--- src/ferx_pkg.sv ---
// Constants, types and code table of the 100BASE-TX receive path
// Contract
// Accept one 6-bit sample per sample period
// Timing unit selects the optimum sampling phase
// Convert three-level symbols into serial NRZI stream
// Level change reads one, no change zero
// NRZI bit differing from previous gives one
// Inverse scrambling, serial to 5-bit words
// Sync key on IDLE, then hold it
// No IDLE within window: abort, resync key
// Window passes a 1514-byte frame untouched; the default 40 us window is shorter than such a frame
// Align code groups on J then K
// Keep alignment until next start of frame
// J is 11000, K is 10001
// Data groups map to nibbles on bus
// Delimiter pair gives nibbles 0101 0101
// Valid rises with first delimiter nibble
// T-R or two IDLEs end carrier, valid
// End delimiter and IDLE give no nibbles
// Link failure or signal loss drops valid
// Nibbles driven with receive clock while valid
// Unexpected group in frame raises receive error
// Groups 00110, 11001 in frame raise error
// Bad delimiter: error, nibble 1110, no valid
// Nibbles leave at 25 MHz on recovered clock
// Without signal, clock comes from reference
// MAC samples on clock, discards errored frames; the model only flags them
// Carrier rises with valid, ends with frame
package ferx_pkg;

   // Clock and timing
   localparam int CLK_MHZ   = 200;
   localparam int MII_MHZ   = 25;
   localparam int MII_DIV   = CLK_MHZ / MII_MHZ;
   localparam int MII_HALF  = MII_DIV / 2;
   localparam int WDOG_US   = 40;
   localparam int WDOG_CYC  = WDOG_US * CLK_MHZ;

   // Sample and slicer
   localparam int SAMP_W    = 6;
   localparam int NUM_PH    = 4;
   localparam logic signed [SAMP_W-1:0] SLICE_TH = 6'sh10;

   // Descrambler
   localparam int KEY_W     = 11;
   localparam logic [KEY_W-1:0] KEY_RST = 11'h7FF;
   localparam logic [6:0] LOCK_ONES = 7'h3C;
   localparam logic [6:0] IDLE_RUN  = 7'h0A;

   // Code groups, first bit on the line is the MSB
   localparam logic [4:0] CG_J = 5'h18;
   localparam logic [4:0] CG_K = 5'h11;
   localparam logic [4:0] CG_T = 5'h0D;
   localparam logic [4:0] CG_R = 5'h07;
   localparam logic [4:0] CG_I = 5'h1F;
   localparam logic [9:0] CG_IJ = 10'h3F8;
   localparam logic [3:0] NIB_SSD = 4'h5;
   localparam logic [3:0] NIB_BAD = 4'hE;

   // Line levels
   typedef logic [1:0] ferx_lvl_t;
   localparam ferx_lvl_t LVL_Z = 2'h0;
   localparam ferx_lvl_t LVL_P = 2'h1;
   localparam ferx_lvl_t LVL_N = 2'h3;

   typedef enum logic [3:0] {
      ST_HUNT  = 4'h1,
      ST_SSDK  = 4'h2,
      ST_FRAME = 4'h4,
      ST_ESDR  = 4'h8
   } ferx_st_t;

   typedef struct packed {
      logic       dv;
      logic       er;
      logic [3:0] nib;
   } ferx_word_t;

   typedef struct packed {
      logic       rxClk;
      logic [3:0] rxd;
      logic       rxDv;
      logic       rxEr;
      logic       crs;
   } ferx_mii_t;

   // Five-bit data group to {valid, nibble}
   function automatic logic [4:0] ferx_dec5(input logic [4:0] g);
      unique case (g)
         5'h1E: ferx_dec5 = 5'h10;
         5'h09: ferx_dec5 = 5'h11;
         5'h14: ferx_dec5 = 5'h12;
         5'h15: ferx_dec5 = 5'h13;
         5'h0A: ferx_dec5 = 5'h14;
         5'h0B: ferx_dec5 = 5'h15;
         5'h0E: ferx_dec5 = 5'h16;
         5'h0F: ferx_dec5 = 5'h17;
         5'h12: ferx_dec5 = 5'h18;
         5'h13: ferx_dec5 = 5'h19;
         5'h16: ferx_dec5 = 5'h1A;
         5'h17: ferx_dec5 = 5'h1B;
         5'h1A: ferx_dec5 = 5'h1C;
         5'h1B: ferx_dec5 = 5'h1D;
         5'h1C: ferx_dec5 = 5'h1E;
         5'h1D: ferx_dec5 = 5'h1F;
         default: ferx_dec5 = 5'h00;
      endcase
   endfunction

endpackage

--- src/ferx_rx_path.sv ---
// Receive decode path with its nibble FIFO
`timescale 1ns/1ps
`default_nettype none

module ferx_fifo
   import ferx_pkg::*;
#(
   parameter int W     = 6,
   parameter int DEPTH = 8
) (
   input  wire logic         clk,
   input  wire logic         rst_n,
   input  wire logic         inValid,
   output logic              inReady,
   input  wire logic [W-1:0] inData,
   output logic              outValid,
   input  wire logic         outReady,
   output logic [W-1:0]      outData
);
   localparam int AW = $clog2(DEPTH);

   typedef struct packed {
      logic [DEPTH-1:0][W-1:0] mem;
      logic [AW-1:0]           wp;
      logic [AW-1:0]           rp;
      logic [AW:0]             cnt;
   } ferx_fst_t;

   ferx_fst_t s;
   ferx_fst_t n;
   logic      doW;
   logic      doR;

   // Honest full and empty
   assign inReady  = (s.cnt != (AW+1)'(DEPTH));
   assign outValid = (s.cnt != '0);
   assign outData  = s.mem[s.rp];

   // Pointer and count update
   always_comb begin
      n   = s;
      doW = inValid && inReady;
      doR = outValid && outReady;
      if (doW) begin
         n.mem[s.wp] = inData;
         n.wp = (s.wp == AW'(DEPTH-1)) ? '0 : s.wp + 1'b1;
      end
      if (doR) begin
         n.rp = (s.rp == AW'(DEPTH-1)) ? '0 : s.rp + 1'b1;
      end
      n.cnt = s.cnt + (AW+1)'(doW) - (AW+1)'(doR);
   end

   always_ff @(posedge clk) begin
      if (!rst_n) begin
         s <= '0;
      end else begin
         s <= n;
      end
   end
endmodule

module ferx_rx_path
   import ferx_pkg::*;
#(
   parameter int NPH  = NUM_PH,
   parameter int WDOG = WDOG_CYC,
   parameter int FDEP = 8
) (
   input  wire logic                       clk,
   input  wire logic                       rst_n,
   input  wire logic [NPH-1:0][SAMP_W-1:0] phaseSamples,
   input  wire logic [$clog2(NPH)-1:0]     phaseSel,
   input  wire logic                       sampleStb,
   input  wire logic                       linkOk,
   input  wire logic                       lineSignalPresent,
   output logic                            rxClk,
   output logic [3:0]                      rxd,
   output logic                            rxDv,
   output logic                            rxEr,
   output logic                            crs,
   output logic                            descrLocked
);
   localparam int WW = $clog2(WDOG) + 1;
   localparam int A_DIV = MII_DIV;

   typedef struct packed {
      ferx_lvl_t        lvl;
      logic             nrzi;
      logic [KEY_W-1:0] key;
      logic [6:0]       ones;
      logic             locked;
      logic [WW-1:0]    wdog;
      logic [9:0]       sh;
      logic [2:0]       ph5;
      logic [2:0]       div;
      ferx_st_t         st;
      logic             idlePend;
      ferx_word_t       w;
      logic             wV;
      logic             pend2;
      logic             newW;
      logic             grpQ;
      logic             tick;
      ferx_mii_t        mii;
   } ferx_state_t;

   ferx_state_t s;
   ferx_state_t n;

   logic       fInReady;
   logic       fOutValid;
   ferx_word_t fOut;
   logic       codeBit;
   logic       sBit;
   logic       dBit;
   logic       pk;
   logic       grpDone;
   logic [4:0] grp;
   logic [4:0] dec;
   logic       abort;
   logic       refMode;

   // Signed sample to three line levels
   function automatic ferx_lvl_t slice(input logic [SAMP_W-1:0] v);
      if ($signed(v) > SLICE_TH) begin
         slice = LVL_P;
      end else if ($signed(v) < -SLICE_TH) begin
         slice = LVL_N;
      end else begin
         slice = LVL_Z;
      end
   endfunction

   // Word queued toward the MII side
   function automatic ferx_word_t mkw(input logic dv, input logic er,
                                      input logic [3:0] nib);
      mkw = '{dv: dv, er: er, nib: nib};
   endfunction

   ferx_fifo #(
      .W     ($bits(ferx_word_t)),
      .DEPTH (FDEP)
   ) u_fifo (
      .clk      (clk),
      .rst_n    (rst_n),
      .inValid  (s.wV),
      .inReady  (fInReady),
      .inData   (s.w),
      .outValid (fOutValid),
      .outReady (s.tick),
      .outData  (fOut)
   );

   // Whole receive path next state
   always_comb begin
      n        = s;
      n.newW   = 1'b0;
      n.grpQ   = 1'b0;
      n.tick   = 1'b0;
      codeBit  = 1'b0;
      sBit     = 1'b0;
      dBit     = 1'b0;
      grpDone  = 1'b0;
      pk       = s.key[KEY_W-1] ^ s.key[KEY_W-3];
      abort    = !linkOk || !lineSignalPresent;
      refMode  = !lineSignalPresent || !s.locked;

      // Queued word leaves when the FIFO takes it
      if (s.wV && fInReady) begin
         n.wV = 1'b0;
      end

      // Second SSD nibble waits for room
      if (s.pend2 && !n.wV) begin
         n.w     = mkw(1'b1, 1'b0, NIB_SSD);
         n.wV    = 1'b1;
         n.newW  = 1'b1;
         n.pend2 = 1'b0;
      end

      // One recovered bit per selected sample
      if (sampleStb) begin
         n.lvl   = slice(phaseSamples[phaseSel]);
         codeBit = (n.lvl != s.lvl);
         n.nrzi  = s.nrzi ^ codeBit;
         sBit    = n.nrzi ^ s.nrzi;
         dBit    = sBit ^ pk;
         // Self-sync on IDLE until locked, then free run
         n.key   = {s.key[KEY_W-2:0], s.locked ? pk : ~sBit};
         if (!dBit) begin
            n.ones = '0;
         end else if (s.ones != 7'h7F) begin
            n.ones = s.ones + 7'h01;
         end
         if (!s.locked && s.ones >= LOCK_ONES) begin
            n.locked = 1'b1;
         end
         n.sh  = {s.sh[8:0], dBit};
         n.ph5 = (s.ph5 == 3'h4) ? 3'h0 : s.ph5 + 3'h1;
         if (s.st == ST_HUNT && s.locked &&
             {s.sh[8:0], dBit} == CG_IJ) begin
            n.ph5 = 3'h0;
            n.st  = ST_SSDK;
         end
         grpDone = (s.st != ST_HUNT) && (s.ph5 == 3'h4);
      end
      grp = n.sh[4:0];
      dec = ferx_dec5(grp);

      // Code group handling
      if (grpDone) begin
         n.grpQ = 1'b1;
         unique case (s.st)
            ST_SSDK: begin
               if (grp == CG_K) begin
                  n.w     = mkw(1'b1, 1'b0, NIB_SSD);
                  n.pend2 = 1'b1;
                  n.st    = ST_FRAME;
               end else begin
                  n.w  = mkw(1'b0, 1'b1, NIB_BAD);
                  n.st = ST_HUNT;
               end
               n.wV   = 1'b1;
               n.newW = 1'b1;
            end
            ST_FRAME: begin
               if (grp == CG_I && s.idlePend) begin
                  n.st       = ST_HUNT;
                  n.idlePend = 1'b0;
               end else if (grp == CG_I) begin
                  n.idlePend = 1'b1;
               end else if (grp == CG_T && !s.idlePend) begin
                  n.st = ST_ESDR;
               end else begin
                  // Lone IDLE or non-data gives an error nibble
                  n.w = mkw(1'b1, !dec[4] || s.idlePend,
                            dec[3:0]);
                  n.wV       = 1'b1;
                  n.newW     = 1'b1;
                  n.idlePend = 1'b0;
               end
            end
            ST_ESDR: begin
               if (grp != CG_R) begin
                  n.w    = mkw(1'b1, 1'b1, NIB_BAD);
                  n.wV   = 1'b1;
                  n.newW = 1'b1;
               end
               n.st = ST_HUNT;
            end
            default: begin
               n.st = ST_HUNT;
            end
         endcase
      end

      // Overrun marks the replacing word as errored
      if (n.newW && s.wV && !fInReady) begin
         n.w.er = 1'b1;
      end

      // IDLE watchdog, 40 us by default, shorter than a full 1514-byte frame
      if (!s.locked || s.ones >= IDLE_RUN) begin
         n.wdog = '0;
      end else begin
         n.wdog = s.wdog + WW'(1);
      end
      if (s.locked && s.wdog == WW'(WDOG - 1)) begin
         n.locked = 1'b0;
         n.wdog   = '0;
      end

      // Abort any frame on loss of lock or link
      if (!n.locked || abort) begin
         n.st       = ST_HUNT;
         n.idlePend = 1'b0;
         n.pend2    = 1'b0;
      end

      // Receive clock from recovered bits or reference
      if (refMode) begin
         n.div       = (s.div == 3'(MII_DIV - 1)) ? 3'h0
                                                  : s.div + 3'h1;
         n.mii.rxClk = (n.div < 3'(MII_HALF));
         n.tick      = (s.div == 3'(MII_HALF - 1));
      end else begin
         n.div       = '0;
         n.mii.rxClk = (n.ph5 < 3'h3);
         n.tick      = sampleStb && (s.ph5 == 3'h2);
      end

      // Drain one word per falling receive clock
      if (s.tick) begin
         if (fOutValid) begin
            n.mii.rxd  = fOut.nib;
            n.mii.rxDv = fOut.dv;
            n.mii.rxEr = fOut.er;
            n.mii.crs  = fOut.dv;
         end else begin
            n.mii.rxd  = '0;
            n.mii.rxDv = 1'b0;
            n.mii.rxEr = 1'b0;
            n.mii.crs  = 1'b0;
         end
      end
      if (abort) begin
         n.mii.rxDv = 1'b0;
         n.mii.crs  = 1'b0;
      end
   end

   // Single state register
   always_ff @(posedge clk) begin
      if (!rst_n) begin
         s     <= '0;
         s.st  <= ST_HUNT;
         s.key <= KEY_RST;
      end else begin
         s <= n;
      end
   end

   // Outputs straight from state flops
   assign rxClk       = s.mii.rxClk;
   assign rxd         = s.mii.rxd;
   assign rxDv        = s.mii.rxDv;
   assign rxEr        = s.mii.rxEr;
   assign crs         = s.mii.crs;
   assign descrLocked = s.locked;
endmodule

`default_nettype wire

--- config.mk ---
export PLATFORM = sky130hd
export DESIGN_NAME = ferx_rx_path
export DESIGN_NICKNAME = d
export VERILOG_FILES = /design/src/ferx_pkg.sv /design/src/ferx_rx_path.sv
export SDC_FILE = /design/constraint.sdc
export NUM_CORES = 1
export LEC_CHECK = 0
export ABC_CLOCK_PERIOD_IN_PS = 3200
export BUFFER_PORTS_ARGS = -buffer_cell sky130_fd_sc_hd__buf_2
export CAP_MARGIN = 30
export CORE_MARGIN = 5
export CORE_UTILIZATION = 60
export DETAILED_ROUTE_END_ITERATION = 12
export PLACE_DENSITY = 0.88
export SLEW_MARGIN = 25
export SYNTH_ARGS = -nofsm -noshare
export SYNTH_HDL_FRONTEND = slang
export SYNTH_SLANG_ARGS = --single-unit
--- constraint.sdc ---
create_clock -name clk -period 3.2 [get_ports clk]
set_clock_uncertainty 0.05 [all_clocks]
set_input_delay 0.16 -clock clk [delete_from_list [all_inputs] [get_ports clk]]
set_output_delay 0.16 -clock clk [all_outputs]
set_load 0.02 [all_outputs]
## Word-level counts from Yosys, hierarchy flattened

Memories as Yosys holds them, arrays and structs flattened.
Cells that the tools add are included.

- Flip-flop bits (word level): 131
- Latch bits: 0
- Bits in writable memories: 0
- Bits in read-only memories: 160
- Output and inout port bits: 9
- Memories: 1

- Add/subtract/negate cells: 8
- Multiply operators: 0
- Divide/modulo/power cells: 0
- Order comparisons: 10
- Equality and inequality tests: 22
- Shifts and indexed selects: 0
- Muxes and demuxes: 52
- Bitwise operators: 6
- Reductions and logical operators: 34

Memories:

| memory | words | bits a word | rd ports | clocked after Yosys merged registers in | write ports | line | source |
|---|---|---|---|---|---|---|---|
| (name not given) | 32 | 5 | 1 | 0 | 0 | ferx_pkg.sv:89 | `unique case (g)` |

Operators by type and width:

| operator | count |
|---|---|
| 48-bit bitwise mux | 1 |
| 7-bit two-way mux | 6 |
| 15-bit two-way mux | 2 |
| 6-bit two-way mux | 4 |
| 7-bit case mux with 3 select lines | 1 |
| 6-bit binary-select mux with 3-bit select | 1 |
| 6-bit demux with 3-bit select | 1 |
| 3-bit two-way mux | 6 |
| 4-bit two-way mux | 4 |
| 8-bit two-way mux | 2 |
| 14-bit by 1-bit adder with 14-bit output, second input constant | 1 |
| 14-bit by 13-bit equality test with 1-bit output, second input constant | 1 |
| 1-bit logical AND | 14 |
| 1-bit two-way mux | 14 |
| 14-bit two-way mux | 1 |
| 3-bit by 1-bit adder with 3-bit output, second input constant | 4 |
| 6-bit binary-select mux with 2-bit select | 1 |
| 3-bit equality test, second input constant | 4 |
| 10-bit equality test, second input constant | 1 |
| 5-bit equality test, second input constant | 2 |
| 9-bit two-way mux | 1 |
| 1-bit zero test | 8 |
| 3-bit by 4-bit less-than comparator with 1-bit output, second input constant | 2 |
| 2-bit two-way mux | 4 |
| 35 further kinds | 46 |

## Depth between registers and ports, before layout

An unclocked memory read counts as a cell.

- Depth after elaboration: 25
- Mapped depth: 12
- Mapped depth without buffers: 12

## Cells and area by module

Synthesis repeated with hierarchy kept, for this count alone.

- Cells, all modules: 737
- Area, all modules: 6,736.5 µm²

Modules (own cells, without submodules):

| module | instances | cells each | area an instance (µm²) |
|---|---|---|---|
| ferx_rx_path | 1 | 478 | 3,928.8 |
| ferx_fifo | 1 | 259 | 2,807.7 |

## Worst setup path before layout

No wires, ideal clock.

- Path kind: input port to flip-flop
- Start point: in phaseSel[0]
- End point: reg s[17] (netlist name)
- Arrival time: 2.289 ns
- Setup slack: 0.734 ns
- Stages: 8
- Cells stage by stage: mux4_2 > nor2b_1 > and3_1 > mux2i_2 > nand3_2 > o311a_1 > o221a_1 > or3_1

- Cells in the longest elaborated chain, start to end: 21
- Elaborated cells between the ends (all ways): 36
- Those cells by class: 2 x order compare; 5 x eq/ne; 19 x mux; 3 x bitwise; 6 x reduce/logical; 1 x memory

Ends and longest elaborated chain:

| element | line | source |
|---|---|---|
| start: declaration | ferx_rx_path.sv:73 | `input wire logic [$clog2(NPH)-1:0] phaseSel,` |
| 6-bit binary-select mux with 2-bit select (*) | ferx_rx_path.sv:184 | `n.lvl = slice(phaseSamples[phaseSel]);` |
| 6-bit two-way mux (not written as such) (*) | ferx_rx_path.sv:184 |  |
| 6-bit by 5-bit less-than comparator with 1-bit output | ferx_rx_path.sv:128 | `end else if ($signed(v) < -SLICE_TH) begin` |
| 2-bit two-way mux | ferx_rx_path.sv:128 |  |
| 2-bit two-way mux (*) | ferx_rx_path.sv:126 | `if ($signed(v) > SLICE_TH) begin` |
| 2-bit two-way mux (*) | ferx_rx_path.sv:183 | `if (sampleStb) begin` |
| 2-bit != test (*) | ferx_rx_path.sv:185 | `codeBit = (n.lvl != s.lvl);` |
| 1-bit XOR (*) | ferx_rx_path.sv:186 | `n.nrzi = s.nrzi ^ codeBit;` |
| 1-bit XOR (*) | ferx_rx_path.sv:187 | `sBit = n.nrzi ^ s.nrzi;` |
| 1-bit XOR (*) | ferx_rx_path.sv:188 | `dBit = sBit ^ pk;` |
| 8-bit two-way mux (*) | ferx_rx_path.sv:183 |  |
| parallel branches: the longest is 6 deep, another holds memory 32 x 5 bit | - |  |
| 15-bit two-way mux (*) | ferx_rx_path.sv:212 | `if (grpDone) begin` |
| 1-bit logical AND (2 in a row) | ferx_rx_path.sv:259 | `if (n.newW && s.wV && !fInReady) begin` |
| 1-bit two-way mux (*) | ferx_rx_path.sv:259 |  |
| end signal: assignment | ferx_rx_path.sv:320 | `s <= n;` |
| end: declaration | ferx_rx_path.sv:108 | `ferx_state_t s;` |

Mark *: on every way between the ends. The select of a mux whose other input is x is not followed.
A chain may end at the register's enable or synchronous reset.

## Worst setup path after layout

- Start point: reg s[27] (netlist name)
- End point: reg s[16] (netlist name)

- Cells in the longest elaborated chain, start to end: 4

Ends and longest elaborated chain:

| element | line | source |
|---|---|---|
| 3-bit equality test | ferx_rx_path.sv:206 | `grpDone = (s.st != ST_HUNT) && (s.ph5 == 3'h4);` |
| 1-bit logical AND | ferx_rx_path.sv:206 |  |
| 1-bit two-way mux | ferx_rx_path.sv:183 |  |
| 15-bit two-way mux | ferx_rx_path.sv:212 |  |

No other way between the ends.

==> impl_metrics.prom <==
# TYPE chip_impl_metric gauge
chip_impl_metric{name="worst-path-max-fanout",unit=""} 8
chip_impl_metric{name="ctsLongestPathBuffers",unit=""} 2
chip_impl_metric{name="via_per_inst",unit=""} 6.07
chip_impl_metric{name="num_io_pins",unit=""} 40
chip_impl_metric{name="clk_transition_reported_paths",unit="ps"} 60
chip_impl_metric{name="final_layout_size_suffix_gt1_share",unit="%"} 15.0
chip_impl_info{name="timing.setup.critical_path_class",value="register to register"} 1
chip_impl_metric{name="chipHeight",unit="um"} 114
chip_impl_metric{name="hpwl",unit="um"} 10600
chip_impl_info{name="yosysMostFrequentCell",value="sky130_fd_sc_hd__nor2_1"} 1
chip_impl_metric{name="die_area",unit="um^2"} 13000
chip_impl_metric{name="finalSetupViolCount",unit=""} 0
chip_impl_metric{name="cpPeakStageDelay",unit="ps"} 630
chip_impl_metric{name="routedWlPerCell",unit="um"} 17.2
chip_impl_metric{name="route.antenna.remaining_nets",unit=""} 0
chip_impl_info{name="cp_capture_type",value="register"} 1
chip_impl_metric{name="cell_internal_pwr",unit="mW"} 2.98
chip_impl_metric{name="max_clock_freq",unit="MHz"} 372
chip_impl_metric{name="power.share.clock",unit="%"} 52.1
chip_impl_metric{name="net-switching-power",unit="mW"} 0.892
chip_impl_metric{name="synth-seq-area-share",unit="%"} 39.8
chip_impl_metric{name="detail_route.wirelength",unit="um"} 15600
chip_impl_metric{name="max_slew_violations",unit=""} 0
chip_impl_info{name="ctsRootBufferMaster",value="sky130_fd_sc_hd__clkbuf_8"} 1
chip_impl_metric{name="area_delta_synth_final",unit="%"} 14.5
chip_impl_metric{name="gpl_wtd_cong",unit=""} 0.984
chip_impl_metric{name="layout_worst_path_cycle_share",unit="%"} 84.0
chip_impl_metric{name="slew_hr",unit="%"} 47.0
chip_impl_info{name="unrepaired_setup_endpoints_after_global_routing",value="false"} 1
chip_impl_info{name="tritoncts",value="done"} 1
chip_impl_metric{name="tightest_slew",unit="ps"} 794
chip_impl_info{name="run_status",value="complete, no violations"} 1
chip_impl_info{name="synth_area_leader_cell",value="sky130_fd_sc_hd__dfxtp_1"} 1
chip_impl_metric{name="core",unit="um^2"} 10700
chip_impl_metric{name="irDropWorstVdd",unit="V"} 0.000413
chip_impl_metric{name="clock_sinks",unit=""} 129
chip_impl_metric{name="tns",unit="ps"} 0
chip_impl_metric{name="global_route.overflow_total",unit=""} 0
chip_impl_metric{name="htreeDepth",unit=""} 4
chip_impl_metric{name="grt_pass1_vias",unit=""} 5498
chip_impl_metric{name="swShare",unit="%"} 23.0
chip_impl_metric{name="fin_nets",unit=""} 808
chip_impl_metric{name="io_buffer_count",unit=""} 39
chip_impl_metric{name="p_seq_share",unit="%"} 42.3
chip_impl_metric{name="clk-insertion-delay-late",unit="ps"} 530
chip_impl_metric{name="total_power",unit="mW"} 3.88
chip_impl_metric{name="asyncSetResetFlopFracSynth",unit="%"} 0
chip_impl_metric{name="start_util",unit="%"} 60.6
chip_impl_metric{name="grt_pass1_wl",unit="um"} 25900
chip_impl_info{name="synthTopCellsByArea",value="sky130_fd_sc_hd__dfxtp_1 40%, sky130_fd_sc_hd__mux2i_1 12%, sky130_fd_sc_hd__nor2_1 7.9%"} 1
chip_impl_metric{name="vias",unit=""} 5503
chip_impl_info{name="synthTopCellsByCount",value="136 x sky130_fd_sc_hd__nor2_1, 129 x sky130_fd_sc_hd__dfxtp_1, 75 x sky130_fd_sc_hd__mux2i_1"} 1
chip_impl_metric{name="synthDistinctLibCells",unit=""} 70
chip_impl_metric{name="detailedRoute.firstIterationViolations",unit=""} 439
chip_impl_metric{name="post_synth.cell_area_avg",unit="um^2"} 8.99
chip_impl_metric{name="syn_nets",unit=""} 776
chip_impl_info{name="ys_dominant_reg_cell",value="sky130_fd_sc_hd__dfxtp_1"} 1
chip_impl_info{name="critical-path-slowest-cell",value="sky130_fd_sc_hd__a31oi_1"} 1
chip_impl_metric{name="post-route-drc-count",unit=""} 0
chip_impl_metric{name="synthesis.instances",unit=""} 722
chip_impl_metric{name="grt_start_max_net_pins",unit=""} 63
chip_impl_metric{name="power.leakage",unit="nW"} 3.09
chip_impl_metric{name="worst-endpoint-arrival",unit="ps"} 3080
chip_impl_info{name="crit_chain",value="inv_1 -> ha_1 -> nand4_1 -> a31oi_1 -> nand2_1 -> nor4_1 -> mux2i_1 -> o221ai_1"} 1
chip_impl_metric{name="postCtsSetupBuffers",unit=""} 0
chip_impl_metric{name="critPathRequiredTime",unit="ps"} 3590
chip_impl_metric{name="synth_seq_cells",unit=""} 129
chip_impl_metric{name="combinational_group_share_of_total_power",unit="%"} 5.6
chip_impl_info{name="min_path_type",value="input port to register"} 1
chip_impl_metric{name="chipWidth",unit="um"} 114
chip_impl_metric{name="post-synth-top-area-fraction",unit="%"} 39.8
chip_impl_metric{name="detail_route.first_pass.iterations",unit=""} 5
chip_impl_metric{name="initial_antenna_violation_count",unit=""} 0
chip_impl_metric{name="rows",unit=""} 38
chip_impl_info{name="critical_path.startpoint_type",value="register"} 1
chip_impl_metric{name="power_density",unit="nW/um^2"} 522
chip_impl_metric{name="synth.yosys.warnings",unit=""} 0
chip_impl_metric{name="max_cap_viol_count",unit=""} 0
chip_impl_metric{name="grt.total_usage",unit="%"} 24.9
chip_impl_metric{name="timing.final.hold_violations",unit=""} 0
chip_impl_metric{name="n_antenna_cell",unit=""} 0
chip_impl_metric{name="syn_area",unit="um^2"} 6490
chip_impl_metric{name="period_minus_slack",unit="ps"} 2690
chip_impl_metric{name="synth_enable_flop_cells",unit=""} 0
chip_impl_metric{name="num_cts_buffers",unit=""} 17
[placed cells by master (no fill, tap or decap), types with 8 or more instances in the layout]
master                      instances
sky130_fd_sc_hd__nor2_1           136
sky130_fd_sc_hd__dfxtp_1          129
sky130_fd_sc_hd__mux2i_1           75
sky130_fd_sc_hd__nand2_1           58
sky130_fd_sc_hd__buf_2             39
sky130_fd_sc_hd__a21oi_1           31
sky130_fd_sc_hd__ha_1              22
sky130_fd_sc_hd__inv_1             19
sky130_fd_sc_hd__o21ai_0           17
sky130_fd_sc_hd__and3_1            16
sky130_fd_sc_hd__clkbuf_16         16
sky130_fd_sc_hd__nand3_1           15
sky130_fd_sc_hd__mux4_2            14
sky130_fd_sc_hd__buf_4             14
sky130_fd_sc_hd__nand4_1           12
sky130_fd_sc_hd__xor2_1            10
sky130_fd_sc_hd__nor3_1             8
[stage by stage]
stage	utilization [%]	hold WS [ps]	setup WS, ps	cells	cell area, um^2
final	69.4	84.1	511	907	7430
after global routing	69.4	99.9	329	907	7430
after CTS	69.4	54.5	554	907	7430
after detailed placement	63.3	382	221	871	6770
after global placement	63.3	365	327	871	6770
after floorplan	-	236	734	722	6490
[flip-flops by register name, indices dropped and copies added, names as in the netlist]
| name | cells |
|---|---|
| rxEr | 1 |
| rxd | 4 |
| s | 63 |
| rxDv | 1 |
| u_fifo.s | 58 |
| descrLocked | 1 |
| rxClk | 1 |
[repair_timing]
item                      in CTS  in global routing
hold endpoints to repair      13                  0
resized for setup              0                  0
hold buffers                   4                  0
[logic make-up (layout without fill, tap and decap cells)]
logic type,Yosys count,count (layout),synth area share [%]
AOI/OAI and AO/OA,100,100,10.7
xor gates and xnor gates,17,17,2.30
adders and majority gates,23,23,4.55
buffers and inverters,66,111,4.28
DFF,129,129,39.8
muxes,91,91,16.8
and+or+nand+nor,296,296,21.6
[critical path, delay by kind of cell (launching register included)]
family | cells | cell delay, ps
flip-flops | 1 | 330
AO/OA/AOI/OAI | 2 | 730
buffers and inverters | 1 | 130
multiplexers | 1 | 140
AND/OR/NAND/NOR | 3 | 980
adder cells (fa/ha/maj) | 1 | 240
[final cells by class]
| type | count | area (um^2) |
|---|---|---|
| Tap cell | 140 | 175 |
| Clock inverter | 15 | 204 |
| Multi-Input combinational cell | 527 | 3630 |
| Clock buffer | 17 | 414 |
| Inverter | 22 | 82.6 |
| Fill cell | 801 | 3270 |
| Timing Repair Buffer | 57 | 340 |
| Sequential cell | 129 | 2580 |
[layer usage]
layer / track usage, % / wire (um) / part of all wire [%]
met1: 27.6 / 6160 / 40
met2: 44.6 / 7960 / 51
met3: 5.94 / 945 / 6.1
met4: 12.2 / 503 / 3.2
met5: 0 / 0 / 0
[final timing paths]
| kind | startpoint | slack [ps] | to | depth (start not counted) |
|---|---|---|---|---|
| min | sampleStb | 80 | s[33]$_SDFF_PN0_ | 3 |
| max reg2reg | s[27]$_SDFF_PN0_ | 510 | s[16]$_SDFF_PN0_ | 8 |
| min reg2reg | s[24]$_SDFF_PP0_ | 400 | s[24]$_SDFF_PP0_ | 1 |
| max | s[27]$_SDFF_PN0_ | 510 | s[16]$_SDFF_PN0_ | 8 |
[power groups by stage]
stage / Sequential, mW / Clock (mW) / Combinational, mW
after global routing: 1.64 / 2.13 / 0.237
after detailed placement: 1.67 / 0 / 0.210
after global placement: 1.67 / 0 / 0.201
after CTS: 1.64 / 2.04 / 0.215
final: 1.64 / 2.02 / 0.218
after floorplan: 1.67 / 0 / 0.152
(Power assumes the default switching activity.)
